$ cat config.mk
export PLATFORM = sky130hd
export DESIGN_NAME = fsmc_seq
export DESIGN_NICKNAME = d
export VERILOG_FILES = /design/src/fsmc_pkg.sv /design/src/fsmc_eraser.sv /design/src/fsmc_seq.sv
export SDC_FILE = /design/constraint.sdc
export NUM_CORES = 1
export LEC_CHECK = 0
export ABC_AREA = 1
export BUFFER_PORTS_ARGS = -buffer_cell sky130_fd_sc_hd__buf_4
export CAP_MARGIN = 25
export CORE_UTILIZATION = 50
export CTS_BUF_LIST = sky130_fd_sc_hd__clkbuf_8 sky130_fd_sc_hd__clkbuf_16
export CTS_CLUSTER_DIAMETER = 40
export DETAILED_ROUTE_END_ITERATION = 10
export PLACE_DENSITY = 0.7
export SYNTH_ARGS = -nofsm -noshare
export SYNTH_HDL_FRONTEND = slang
export SYNTH_SLANG_ARGS = --single-unit
export TNS_END_PERCENT = 50
$ cat constraint.sdc
create_clock -name clock -period 2.4 [get_ports clock]
set_input_delay 0.24 -clock clock [delete_from_list [all_inputs] [get_ports clock]]
set_output_delay 0.24 -clock clock [all_outputs]
set_load 0.005 [all_outputs]
$ cat src/fsmc_pkg.sv
// package for the flash security and margin command sequencer
// assumes a single 200 MHz clock domain and an Avalon-MM register slave
package fsmc_pkg;

    // register word addresses (byte address = 4 * index)
    localparam logic [3:0] REG_CMD0     = 4'h0;  // command code / first word
    localparam logic [3:0] REG_CMD1     = 4'h1;
    localparam logic [3:0] REG_CMD2     = 4'h2;
    localparam logic [3:0] REG_CMD3     = 4'h3;
    localparam logic [3:0] REG_CMD4     = 4'h4;
    localparam logic [3:0] REG_INDEX    = 4'h5;  // command_word_index
    localparam logic [3:0] REG_STATUS   = 4'h6;  // flash_status_reg
    localparam logic [3:0] REG_CONFIG   = 4'h7;  // mode, protection, backdoor_key_enable
    localparam logic [3:0] REG_KEY0     = 4'h8;  // stored comparison keys
    localparam logic [3:0] REG_MARGIN   = 4'hc;  // stored margins, security

    // status bit positions
    localparam int ST_COMMAND_COMPLETE_FLAG   = 7;
    localparam int ST_ACCESS_ERROR_FLAG = 5;
    localparam int ST_PROTECTION_VIOLATION_FLAG = 4;
    localparam int ST_MG1    = 1;
    localparam int ST_MG0    = 0;

    // config bit positions
    localparam int CF_SPECIAL = 0;  // special (factory) mode
    localparam int CF_PROT    = 1;  // any area protected
    localparam int CF_BACKDOOR_KEY_ENABLE   = 2;  // two bits

    // command codes and launch indices
    localparam logic [7:0] CMD_UNSECURE = 8'h0b;
    localparam logic [7:0] CMD_BACKDOOR = 8'h0c;
    localparam logic [7:0] CMD_MARGIN   = 8'h0d;
    localparam logic [2:0] IDX_UNSECURE = 3'h0;
    localparam logic [2:0] IDX_BACKDOOR = 3'h4;
    localparam logic [2:0] IDX_MARGIN   = 3'h1;
    localparam logic [1:0] BACKDOOR_KEY_ENABLE_ON     = 2'h2;

    // margin settings and block codes
    localparam logic [15:0] MARGIN_NORMAL = 16'h0000;
    localparam logic [15:0] MARGIN_ERASED = 16'h0001;
    localparam logic [15:0] MARGIN_PROG   = 16'h0002;
    localparam logic [1:0]  BLK_PFLASH    = 2'h0;
    localparam logic [1:0]  BLK_DFLASH    = 2'h1;

    // reset values
    localparam logic [15:0] RST_KEY       = 16'hffff;
    localparam logic [7:0]  RST_CONFIG    = 8'h00;

    // erase/verify duration in ns, converted to cycles
    localparam int CLK_NS       = 5;
    localparam int ERASE_NS     = 2000;
    localparam int ERASE_CYCLES = (ERASE_NS + CLK_NS - 1) / CLK_NS;

    typedef struct packed {
        logic fail;
        logic fatal;
    } fsmc_verify_t;

    typedef struct packed {
        logic command_complete_flag;
        logic access_error_flag;
        logic protection_violation_flag;
        logic mg1;
        logic mg0;
    } fsmc_status_t;

endpackage

$ cat src/fsmc_eraser.sv
// erase-and-verify engine: timed busy period then verify result
// assumes start is a one-cycle pulse and array faults come from same clock
`timescale 1ns/1ps
module fsmc_eraser
    import fsmc_pkg::*;
#(
    parameter int CYCLES = ERASE_CYCLES
) (
    input  wire logic         clock,
    input  wire logic         nrst,
    input  wire logic         start,
    input  wire logic         fault_any,
    input  wire logic         fault_fatal,
    output logic              done,
    output fsmc_verify_t      result
);

    logic [15:0] count;
    logic        busy;

    // counts the erase time; faults are sampled at the end of the run
    always_ff @(posedge clock or negedge nrst) begin
        if (!nrst) begin
            count  <= 16'h0000;
            busy   <= 1'b0;
            done   <= 1'b0;
            result <= '0;
        end else begin
            done <= 1'b0;
            if (start) begin
                busy  <= 1'b1;
                count <= 16'(CYCLES - 1);
            end else if (busy) begin
                if (count == 16'h0000) begin
                    busy         <= 1'b0;
                    done         <= 1'b1;
                    result.fail  <= fault_any | fault_fatal;
                    result.fatal <= fault_fatal;
                end else begin
                    count <= count - 16'h0001;
                end
            end
        end
    end

endmodule // fsmc_eraser

$ cat src/fsmc_seq.sv
// flash security and margin command sequencer with Avalon-MM slave
// assumes one clock; array fault inputs arrive on that clock
`timescale 1ns/1ps
module fsmc_seq
    import fsmc_pkg::*;
#(
    parameter int ERASE_LEN = ERASE_CYCLES
) (
    input  wire logic        clock,
    input  wire logic        nrst,
    input  wire logic [5:0]  address,
    input  wire logic        read,
    input  wire logic        write,
    input  wire logic [31:0] writedata,
    output logic [31:0]      readdata,
    output logic             waitrequest,
    input  wire logic        fault_any,
    input  wire logic        fault_fatal,
    output logic             secure,
    output logic [15:0]      pflash_margin,
    output logic [15:0]      dflash_margin,
    output logic             erase_active
);

    typedef enum logic [2:0] {
        S_IDLE, S_CHECK, S_ERASE, S_WAIT, S_DONE
    } fsmc_state_t;

    fsmc_state_t   state;
    fsmc_status_t  status;
    fsmc_verify_t  vres;
    logic [15:0]   cmd_word [5];
    logic [2:0]    command_word_index;
    logic [7:0]    config_bits;
    logic [15:0]   stored_key [4];
    logic [15:0]   margin_p;
    logic [15:0]   margin_d;
    logic          mismatch_latched;
    logic          resp_pending;
    logic          erase_start;
    logic          erase_done;
    logic [3:0]    widx;
    logic          wr_cmd;
    logic          launch;

    // word index from the byte address bits
    function automatic logic [3:0] word_of(input logic [5:0] a);
        return a[5:2];
    endfunction

    // true when a margin value is one of the three user levels
    function automatic logic margin_ok(input logic [15:0] v);
        return (v == MARGIN_NORMAL) || (v == MARGIN_ERASED) ||
               (v == MARGIN_PROG);
    endfunction

    assign widx   = word_of(address);
    // one-cycle answer: waitrequest high on the first cycle of a request
    assign waitrequest = (read | write) & ~resp_pending;
    assign wr_cmd = write & resp_pending;
    // writing a one to the complete bit clears it and launches
    assign launch = wr_cmd && (widx == REG_STATUS) &&
                    writedata[ST_COMMAND_COMPLETE_FLAG] && status.command_complete_flag;

    // request handshake: second cycle of every access completes
    always_ff @(posedge clock or negedge nrst) begin
        if (!nrst) begin
            resp_pending <= 1'b0;
        end else begin
            resp_pending <= (read | write) & ~resp_pending;
        end
    end

    // read data register; unmapped words read zero
    always_ff @(posedge clock or negedge nrst) begin
        if (!nrst) begin
            readdata <= 32'h00000000;
        end else if (read & ~resp_pending) begin
            case (widx)
                REG_CMD0, REG_CMD1, REG_CMD2, REG_CMD3, REG_CMD4:
                    readdata <= {16'h0000, cmd_word[3'(widx)]};
                REG_INDEX:  readdata <= {29'h0, command_word_index};
                REG_STATUS: readdata <= {24'h0, status.command_complete_flag, 1'b0,
                                         status.access_error_flag, status.protection_violation_flag,
                                         2'b00, status.mg1, status.mg0};
                REG_CONFIG: readdata <= {24'h0, config_bits};
                REG_KEY0, 4'h9, 4'ha, 4'hb:
                    readdata <= {16'h0000, stored_key[2'(widx - REG_KEY0)]};
                REG_MARGIN: readdata <= {secure, mismatch_latched, 14'h0,
                                         margin_p[7:0], margin_d[7:0]};
                default:    readdata <= 32'h00000000;
            endcase
        end
    end

    // command parameter array, index, config and stored keys
    // writes during a running command are ignored; software must wait
    always_ff @(posedge clock or negedge nrst) begin
        if (!nrst) begin
            for (int i = 0; i < 5; i++) cmd_word[i] <= 16'h0000;
            for (int i = 0; i < 4; i++) stored_key[i] <= RST_KEY;
            command_word_index <= 3'h0;
            config_bits        <= RST_CONFIG;
        end else if (wr_cmd && status.command_complete_flag) begin
            case (widx)
                REG_CMD0, REG_CMD1, REG_CMD2, REG_CMD3, REG_CMD4:
                    cmd_word[3'(widx)] <= writedata[15:0];
                REG_INDEX:  command_word_index <= writedata[2:0];
                REG_CONFIG: config_bits <= writedata[7:0];
                REG_KEY0, 4'h9, 4'ha, 4'hb:
                    stored_key[2'(widx - REG_KEY0)] <= writedata[15:0];
                default: ;
            endcase
        end
    end

    fsmc_eraser #(
        .CYCLES (ERASE_LEN)
    ) u_eraser (
        .clock       (clock),
        .nrst        (nrst),
        .start       (erase_start),
        .fault_any   (fault_any),
        .fault_fatal (fault_fatal),
        .done        (erase_done),
        .result      (vres)
    );

    assign erase_active = (state == S_ERASE) || (state == S_WAIT);

    // command sequencer: checks, executes, reports
    always_ff @(posedge clock or negedge nrst) begin
        if (!nrst) begin
            state            <= S_IDLE;
            status           <= '{command_complete_flag: 1'b1, default: 1'b0};
            secure           <= 1'b1;
            margin_p         <= MARGIN_NORMAL;
            margin_d         <= MARGIN_NORMAL;
            mismatch_latched <= 1'b0;  // cleared only here
            erase_start      <= 1'b0;
        end else begin
            erase_start <= 1'b0;
            case (state)
                S_IDLE: begin
                    // error flags are write-one-to-clear while idle
                    if (wr_cmd && widx == REG_STATUS) begin
                        if (writedata[ST_ACCESS_ERROR_FLAG]) status.access_error_flag <= 1'b0;
                        if (writedata[ST_PROTECTION_VIOLATION_FLAG]) status.protection_violation_flag <= 1'b0;
                    end
                    if (launch) begin
                        status <= '0;  // complete clear while busy
                        state  <= S_CHECK;
                    end
                end
                S_CHECK: begin
                    state <= S_DONE;
                    case (cmd_word[0][15:8])
                        CMD_UNSECURE: begin
                            if (command_word_index != IDX_UNSECURE ||
                                !config_bits[CF_SPECIAL])
                                status.access_error_flag <= 1'b1;
                            else if (config_bits[CF_PROT])
                                status.protection_violation_flag <= 1'b1;
                            else begin
                                erase_start <= 1'b1;
                                state       <= S_ERASE;
                            end
                        end
                        CMD_BACKDOOR: begin
                            // no verify or protection bits here
                            if (command_word_index != IDX_BACKDOOR ||
                                mismatch_latched)
                                status.access_error_flag <= 1'b1;
                            else if (config_bits[CF_BACKDOOR_KEY_ENABLE +: 2] != BACKDOOR_KEY_ENABLE_ON)
                                status.access_error_flag <= 1'b1;
                            else if (cmd_word[1] == stored_key[0] &&
                                     cmd_word[2] == stored_key[1] &&
                                     cmd_word[3] == stored_key[2] &&
                                     cmd_word[4] == stored_key[3])
                                secure <= 1'b0;  // all four match
                            else begin
                                status.access_error_flag    <= 1'b1;
                                mismatch_latched <= 1'b1;
                            end
                        end
                        CMD_MARGIN: begin
                            if (command_word_index != IDX_MARGIN ||
                                !config_bits[CF_SPECIAL] ||
                                !margin_ok(cmd_word[1]) ||
                                (cmd_word[0][1:0] != BLK_PFLASH &&
                                 cmd_word[0][1:0] != BLK_DFLASH))
                                status.access_error_flag <= 1'b1;
                            else if (cmd_word[0][1:0] == BLK_PFLASH) begin
                                // program level covers data reads as well
                                margin_p <= cmd_word[1];
                                margin_d <= cmd_word[1];
                            end else
                                margin_d <= cmd_word[1];  // data reads only
                        end
                        default: status.access_error_flag <= 1'b1;
                    endcase
                end
                S_ERASE: state <= S_WAIT;
                S_WAIT: begin
                    if (erase_done) begin
                        state <= S_DONE;
                        if (vres.fail)
                            status.mg1 <= 1'b1;  // keep secure
                        else
                            secure <= 1'b0;
                        if (vres.fatal)
                            status.mg0 <= 1'b1;
                    end
                end
                S_DONE: begin
                    status.command_complete_flag <= 1'b1;  // every outcome
                    state       <= S_IDLE;
                end
                default: state <= S_IDLE;
            endcase
        end
    end

    // margin in force per array; a program-block command already copied
    // its level into the data margin, so a later data-block level wins
    assign pflash_margin = margin_p;
    assign dflash_margin = margin_d;

endmodule // fsmc_seq

==> results of run 1 <==
## synthesized netlist by cell type, drive strengths merged
library cell	n
o32ai	1
nor2	148
nand4	17
nand3	21
nand2	485
a41oi	4
or2	1
mux2	1
o221ai	3
dfstp	66
clkbuf	41
nor3	10
dfrtp	171
o2bb2ai	1
ha	1
a31oi	2
conb	1
o21ai	207
a22o	3
a22oi	19
o211ai	4
nor4	8
xor2	22
a211oi	1
xnor2	2
clkinv	1
a311oi	1
a21oi	33
o22ai	19
nor3b	1
o2111ai	6
nand3b	2
buf	30
o31ai	5
inv	190
## cells in the final DEF (no fill, tap or decap), types with 4 or more instances in the layout
master,instances
sky130_fd_sc_hd__dfrtp_1,171
sky130_fd_sc_hd__dfstp_2,66
sky130_fd_sc_hd__nand4_1,14
sky130_fd_sc_hd__o211ai_1,4
sky130_fd_sc_hd__nor2_1,141
sky130_fd_sc_hd__nand3_1,21
sky130_fd_sc_hd__a22oi_1,19
sky130_fd_sc_hd__o22ai_1,19
sky130_fd_sc_hd__clkinvlp_4,4
sky130_fd_sc_hd__o21ai_0,155
sky130_fd_sc_hd__dlygate4sd3_1,4
sky130_fd_sc_hd__xor2_1,22
sky130_fd_sc_hd__nor4_1,8
sky130_fd_sc_hd__a21oi_1,32
sky130_fd_sc_hd__a41oi_1,4
sky130_fd_sc_hd__clkinv_2,5
sky130_fd_sc_hd__inv_1,186
sky130_fd_sc_hd__buf_4,104
sky130_fd_sc_hd__nor3_1,10
sky130_fd_sc_hd__clkinv_4,4
sky130_fd_sc_hd__clkbuf_16,39
sky130_fd_sc_hd__bufinv_16,6
sky130_fd_sc_hd__o2111ai_1,6
sky130_fd_sc_hd__nor2_2,5
sky130_fd_sc_hd__conb_1,14
sky130_fd_sc_hd__nand2_1,484
sky130_fd_sc_hd__o31ai_1,5
sky130_fd_sc_hd__inv_2,7
sky130_fd_sc_hd__o21ai_1,52
## layout make-up
type                            instances  area, um^2
Clock inverter                         27         330
Inverter                              191         717
Timing Repair Buffer                  112         896
Clock buffer                           41        1000
Tap cell                              313         392
Fill cell                            2005        8780
Multi-Input combinational cell       1042        4780
Sequential cell                       237        6010
## kinds of logic (layout without fill, tap and decap cells)
kind of cell,after synthesis,after routing
other,1,14
multiplexers,1,1
XOR/XNOR,24,24
AND/OR/NAND/NOR,693,693
adder cells (fa/ha/maj),1,1
flip-flops,237,237
AO/OA/AOI/OAI,309,309
buffers and inverters,262,371
## worst reg2reg max path: stages (launching register included)
cell and delay (ns):
sky130_fd_sc_hd__dfrtp_1 0.41, sky130_fd_sc_hd__inv_1 0.12, sky130_fd_sc_hd__ha_1 0.18, sky130_fd_sc_hd__nand2_1 0.17, sky130_fd_sc_hd__nor3_1 0.17, sky130_fd_sc_hd__nand4_1 0.17
sky130_fd_sc_hd__nor4_1 0.19, sky130_fd_sc_hd__dlygate4sd3_1 0.58, sky130_fd_sc_hd__nor2_1 0.04
## sequential cells by signal (all words and copies together) (netlist names), 2 cells and up
| signal | count |
|---|---|
| status | 5 |
| u_eraser.result | 2 |
| stored_key | 64 |
| u_eraser.count | 16 |
| command_word_index | 3 |
| dflash_margin | 16 |
| readdata | 18 |
| config_bits | 8 |
| cmd_word | 80 |
| pflash_margin | 16 |
| state | 3 |
## where the power goes
| group | switching (uW) | internal [uW] |
|---|---|---|
| clock | 1990 | 3700 |
| sequential | 642 | 4860 |
| combinational | 1450 | 900 |
## metrics by stage
step	total power (uW)	hold slack, ns	util (%)
3_3_place_gp	7780	0.347	55.7
2_1_floorplan	6990	-0.0556	-
3_5_place_dp	7860	0.329	55.7
5_1_grt	14200	0.0431	61.7
4_1_cts	13600	0.0130	61.7
6_report	13500	0.0207	61.7
## per-layer routing
layer / track usage [%] / vias up / routed length (um)
li1: - / 5063 / -
met1: 40.4 / 4968 / 15200
met2: 44.4 / 443 / 14900
met3: 5.06 / 74 / 2620
met4: 10.6 / 2 / 1040
met5: 0 / - / 16
## worst max path at each step
| stage | startpoint | end | slack (ns) | cells after the start |
|---|---|---|---|---|
| after floorplan | u_eraser.count[0] | u_eraser.count[3] | 0.59 | 10 |
| after global placement | u_eraser.count[0] | u_eraser.count[13] | 0.43 | 11 |
| after detailed placement | u_eraser.count[0] | u_eraser.count[2] | 0.37 | 10 |
| after CTS | u_eraser.count[0] | u_eraser.result[1] | 0.29 | 8 |
| after global routing | u_eraser.count[0] | u_eraser.result[1] | 0.08 | 8 |
| final | u_eraser.count[0] | u_eraser.result[1] | 0.29 | 8 |
==> flow_summary.yaml, run 1 <==
synth:
  synth_xor_area_share_pct: 1.78
  compound_gate_portion_of_the_synthesized_area_pct: 14.7
  synth_cell_types: 44
  post_synth_and_or_nand_nor_area_fraction_pct: 23.4
  sequential_fraction_of_the_synthesis_area_pct: 51.0
  ys_seq_elements: 237
  synthTopCellsByArea: "sky130_fd_sc_hd__dfrtp_1 36%, sky130_fd_sc_hd__nand2_1 15%, sky130_fd_sc_hd__dfstp_2 15%, sky130_fd_sc_hd__o21ai_0 6.6%, sky130_fd_sc_hd__inv_1 5.8%"
  fraction_of_the_mapped_netlist_area_in_adder_cells_pct: 0.106
  avgSynthCellArea_um2: 7.72
  synthesis.instances: 1528
  synth.yosys.warnings: 0
  synth_top_family_by_area: "simple AND/OR/NAND/NOR gates"
  post-synth-top-area-cell: "sky130_fd_sc_hd__dfrtp_1"
  synthesis.area_um2: 11800
  multiplexer_area_fraction_after_synthesis_pct: 0.0955
  yosys.area.top_type_share_pct: 36.3
hold_path:
  beginning_of_the_worst_hold_path: "read"
  hold_depth: 3
  kind_of_path_behind_the_tightest_hold_check: "in -> reg"
  hold_path_end: "resp_pending"
run:
  cap_violations: 0
status:
  outcome: "finished clean"
floorplan:
  floorplan.die.height_um: 156
  num_io_pins: 111
  core_area_um2: 22900
  fp.dieW_um: 156
  initial_core_util_pct: 51.5
  fp.dieArea_um2: 24200
  placementRows: 55
worst_setup_path:
  criticalPathCategory: "reg -> reg"
  crit_slowest_cell: "sky130_fd_sc_hd__dlygate4sd3_1"
  critical_path.reg2reg.endpoint: "u_eraser.result[1]"
  timing.critical_path.slowest_cell_delay_ns: 0.58
  cp-start-kind: "flip-flop"
  cp-end-kind: "flip-flop"
  reg2reg_depth: 8
  crit_buf_inv: 2
  critical-path-top-delay-family: "simple AND/OR/NAND/NOR gates"
  critPathMaxFanout: 7
  timing.reg2reg.setup_slack_ns: 0.29
  timing.critical_path.arrival_ns: 2.52
  r2r_start: "u_eraser.count[0]"
  worst-endpoint-required_ns: 2.80
  cp_cell_sequence: "inv_1 > ha_1 > nand2_1 > nor3_1 > nand4_1 > nor4_1 > dlygate4sd3_1 > nor2_1"
final_layout:
  syn2layout_area_growth_pct: 19.8
  antennaDiodeCount: 0
  final_nets: 1666
  drive_above_1_share_pct: 15.7
  finish.cell_count_without_fillers: 1963
  post-route-cell-area_um2: 14100
clock_network:
  htree_levels: 2
  clk-insertion-delay-late_ns: 0.52
  clock-sinks: 237
  cts_buffer_depth: 3
  cts.root.buffer_cell: "sky130_fd_sc_hd__clkbuf_16"
  cts_buffers: 37
  holdBufCountCts: 4
  post_cts_sizing_count: 0
  clkSlewWorstSetupHoldPaths_ns: 0.06
  cts_tree: "yes"
  post_cts_buffers: 0
timing:
  report.final.setup_viol: 0
  max_freq_mhz: 473
  setup_clock_skew_after_layout_ns: 0.0188
  setup-tns-final_ns: 0
  worstMarginPinSlew_ns: 0.711
  finalMaxSlewViolations: 0
  hold_viol_final: 0
  timing.slew.headroom_pct: 52.6
  layout_worst_path_cycle_share_pct: 88.1
  finalWorstPathRequiredPeriod_ns: 2.11
  final_critical_path_setup_slack_ns: 0.286
  rsz0062_at_grt: "no"
routing:
  postRouteAntennaNets: 0
  detail_route.wl_per_cell_um: 17.2
  vias_per_cell: 5.37
  routed_wirelength_um: 33700
  routed-via-count: 10600
  drt_drc_violations_left: 0
  drt-pass1-iter-count: 7
  detail_route.iter0.violations: 1006
global_route:
  number_of_global_route_vias_before_repair: 9940
  grt_overflow_total: 0
  maximum_number_of_pins_on_one_net_before_global_route_repair: 130
  gr-usage-all-layers_pct: 28.7
  grt_pass1_wl_um: 53500
  antenna_found_initial: 1
place:
  post_dp_cell_area_um2: 12800
  pre_cts_slack_ns: 0.372
  port-buffer-count: 78
  dp.cells: 1891
  gp_congestion: 0.889
  detailedPlacementHpwl_um: 23300
power_and_ir_drop:
  total_power_density_per_cell_area_nw_per_um2: 958
  standby_leakage_power_uw: 0.00685
  max-vdd-ir-drop_mv: 0.518
(Power assumes the default switching activity.)
==> run 2: changes to the inputs <==
--- a/config.mk
+++ b/config.mk
@@ -5,13 +5,14 @@
 export SDC_FILE = /design/constraint.sdc
 export NUM_CORES = 1
 export LEC_CHECK = 0
-export ABC_AREA = 1
+export ABC_AREA = 0
 export BUFFER_PORTS_ARGS = -buffer_cell sky130_fd_sc_hd__buf_4
 export CAP_MARGIN = 25
 export CORE_UTILIZATION = 50
 export CTS_BUF_LIST = sky130_fd_sc_hd__clkbuf_8 sky130_fd_sc_hd__clkbuf_16
 export CTS_CLUSTER_DIAMETER = 40
 export DETAILED_ROUTE_END_ITERATION = 10
+export GPL_TIMING_DRIVEN = 0
 export PLACE_DENSITY = 0.7
 export SYNTH_ARGS = -nofsm -noshare
 export SYNTH_HDL_FRONTEND = slang
==> run 2 against run 1 <==
- the run now ends with setup timing left
- flip-flop and latch count is the same
- global-route usage decreased by 1.4 points
- sequential share of layout area grew 0.27 points
- clock skew decreased by 0.0042 ns
- area after synthesis fell by 1.4%
- routed wire length decreased by 6.9%
- critical endpoint is now pflash_margin[1]
- largest cell class unchanged
- largest power group unchanged
==> flow_summary.yaml, run 2 <==
power_and_ir_drop:
  max-vdd-ir-drop_mv: 0.568
  total_power_density_per_cell_area_nw_per_um2: 682
  standby_leakage_power_uw: 0.00684
synth:
  synth_xor_area_share_pct: 5.27
  synth_cell_types: 57
  multiplexer_area_fraction_after_synthesis_pct: 22.5
  sequential_fraction_of_the_synthesis_area_pct: 51.7
  post-synth-top-area-cell: "sky130_fd_sc_hd__dfrtp_1"
  yosys-top-cells-count: "171 x sky130_fd_sc_hd__dfrtp_1, 166 x sky130_fd_sc_hd__mux2_2, 66 x sky130_fd_sc_hd__dfstp_2"
  avgSynthCellArea_um2: 12.7
  synth.yosys.warnings: 0
  synthTopCellsByArea: "sky130_fd_sc_hd__dfrtp_1 37%, sky130_fd_sc_hd__mux2_2 16%, sky130_fd_sc_hd__dfstp_2 15%, sky130_fd_sc_hd__mux4_2 6.2%, sky130_fd_sc_hd__xor2_1 4.9%"
  synth-edff-count: 0
  fraction_of_the_mapped_netlist_area_in_adder_cells_pct: 0.108
  compound_gate_portion_of_the_synthesized_area_pct: 6.13
  yosys.area.top_type_share_pct: 36.8
  synthMostInstantiatedCell: "sky130_fd_sc_hd__dfrtp_1"
  synthesis.area_um2: 11600
  asyncSetResetFlopFracSynth_pct: 100
  ys_seq_elements: 237
  synth_top_family_by_area: "multiplexers"
  post_synth_and_or_nand_nor_area_fraction_pct: 10.9
  synthesis.instances: 919
  dominantRegCellSynth: "sky130_fd_sc_hd__dfrtp_1"
timing:
  report.final.setup_viol: 1
  timing.slew.headroom_pct: 35.8
  finalMaxSlewViolations: 0
  setup-tns-final_ns: -0.0229
  worstMarginPinSlew_ns: 0.954
  setup_clock_skew_after_layout_ns: 0.0146
  hold_viol_final: 0
  finalWorstPathRequiredPeriod_ns: 2.42
  layout_worst_path_cycle_share_pct: 101
  max_freq_mhz: 413
  rsz0062_at_grt: "yes"
  final_critical_path_setup_slack_ns: -0.0229
floorplan:
  placementRows: 55
  core_area_um2: 22700
  fp.dieW_um: 155
  fp.dieArea_um2: 23900
  floorplan.die.height_um: 155
  num_io_pins: 111
  initial_core_util_pct: 51.2
clock_network:
  cts.root.buffer_cell: "sky130_fd_sc_hd__clkbuf_16"
  cts_buffer_depth: 3
  cts_tree: "yes"
  htree_levels: 2
  clkSlewWorstSetupHoldPaths_ns: 0.06
  clock-sinks: 237
  cts_buffers: 34
  clk-insertion-delay-late_ns: 0.52
place:
  pre_cts_slack_ns: -0.843
  gp_congestion: 0.925
  port-buffer-count: 74
  detailedPlacementHpwl_um: 22300
final_layout:
  syn2layout_area_growth_pct: 20.7
  top_regs: "cmd_word x80, stored_key x64, readdata x18"
  antennaDiodeCount: 0
  final_nets: 1101
  largest-register: "cmd_word"
  drive_above_1_share_pct: 42.1
  mostFrequentLayoutCells: "171 x sky130_fd_sc_hd__dfrtp_1, 166 x sky130_fd_sc_hd__mux2_2, 96 x sky130_fd_sc_hd__buf_4, 66 x sky130_fd_sc_hd__dfstp_2, 65 x sky130_fd_sc_hd__xor2_1"
  largest_reg_flops: 80
  final_common_cell: "sky130_fd_sc_hd__dfrtp_1"
worst_setup_path:
  critPathMaxFanout: 4
  worst-endpoint-required_ns: 2.79
  timing.critical_path.arrival_ns: 2.81
  worst_path_most_repeated_cell: "sky130_fd_sc_hd__buf_4"
  cp-start-kind: "flip-flop"
  cp-end-kind: "flip-flop"
  crit_slowest_cell: "sky130_fd_sc_hd__nor4_2"
  cp_cell_sequence: "nor4_2 > nand4_1 > nor4_4 > buf_4 > buf_4 > mux2_2"
  timing.critical_path.slowest_cell_delay_ns: 0.51
  criticalPathCategory: "reg -> reg"
  crit_buf_inv: 2
  critical-path-top-delay-family: "simple AND/OR/NAND/NOR gates"
routing:
  drt-pass1-iter-count: 5
  routed-via-count: 8131
  drt_drc_violations_left: 0
  routed_wirelength_um: 31400
  detail_route.wl_per_cell_um: 23.0
  postRouteAntennaNets: 0
  detail_route.iter0.violations: 838
  vias_per_cell: 5.95
global_route:
  antenna_found_initial: 1
  grt_pass1_wl_um: 48700
  grt_overflow_total: 0
  maximum_number_of_pins_on_one_net_before_global_route_repair: 89
  number_of_global_route_vias_before_repair: 8076
  gr-usage-all-layers_pct: 27.3
status:
  failed_checks: "setup timing"
  outcome: "complete, but fails checks"
hold_path:
  kind_of_path_behind_the_tightest_hold_check: "in -> reg"
run:
  cap_violations: 0
==> run 2: cell type report <==
type / count / area, um^2
plain buffers: 71 / 378
clock buffers: 41 / 947
clock inverters: 21 / 220
fillers: 1747 / 8670
inverters: 9 / 33.8
multi-input cells: 615 / 5370
flip-flops and latches: 237 / 6010
well taps: 285 / 357
repair buffers: 88 / 721
==> run 2: metal layers <==
metal  routed length [um]  global-route usage (%)
met1                14100                    39.3
met2                14200                    41.7
met3                 2090                    5.46
met4                  989                    8.63
met5                    0                       0
==> run 2: report_power, final <==
part	internal (uW)	switching (uW)	leakage, uW	total (uW)
logic	179	296	0.00322	475
registers	4040	24.7	0.00304	4070
clock network	3160	1870	0.000583	5030
total	7380	2190	0.00684	9570
==> run 2: worst min-delay path: stages <==
cell and delay, ns:
sky130_fd_sc_hd__buf_4 0.08, sky130_fd_sc_hd__nor2_1 0.03, sky130_fd_sc_hd__nor2_1 0.12
==> run 2: stage by stage <==
stage                     total power, uW  instance area (um^2)  utilization [%]  hold WS [ns]  instances
final                                9570                 14000             61.8        0.0178       1367
after floorplan                      4330                 11700                -       -0.0556        932
after global placement               4580                 12600             55.4         0.467       1291
after CTS                            9640                 14000             61.5       0.00545       1365
after detailed placement             4600                 12700             55.7         0.216       1294
after global routing                 9850                 14000             61.8        0.0427       1367
==> run 2: timing repair <==
item	4_1_cts	5_1_grt
endpoints found under the hold margin	66	0
hold buffers	6	0
endpoints found under the setup margin	118	100
pin swaps	1	1
gates resized for setup	15	19
buffers inserted	3	2
==> run 2: final timing paths <==
| check | startpoint | cells after the start | endpoint | slack, ns |
|---|---|---|---|---|
| hold / removal | read | 3 | resp_pending | 0.02 |
| max in group asynchronous | nrst | 3 | stored_key[63] | 1.31 |
| setup / recovery | cmd_word[62] | 6 | pflash_margin[1] | -0.02 |
| setup reg to reg | cmd_word[62] | 6 | pflash_margin[1] | -0.02 |
| hold reg to reg | readdata[13] | 2 | readdata[13] | 0.48 |
| min in group asynchronous | nrst | 2 | pflash_margin[9] | 0.26 |
==> run 2: kinds of logic after synthesis <==
group,after synthesis
flops,237
simple gates,222
mux,201
compound gates,107
buf+inv,80
xor+xnor,70
fa+ha+maj,1
other cells,1
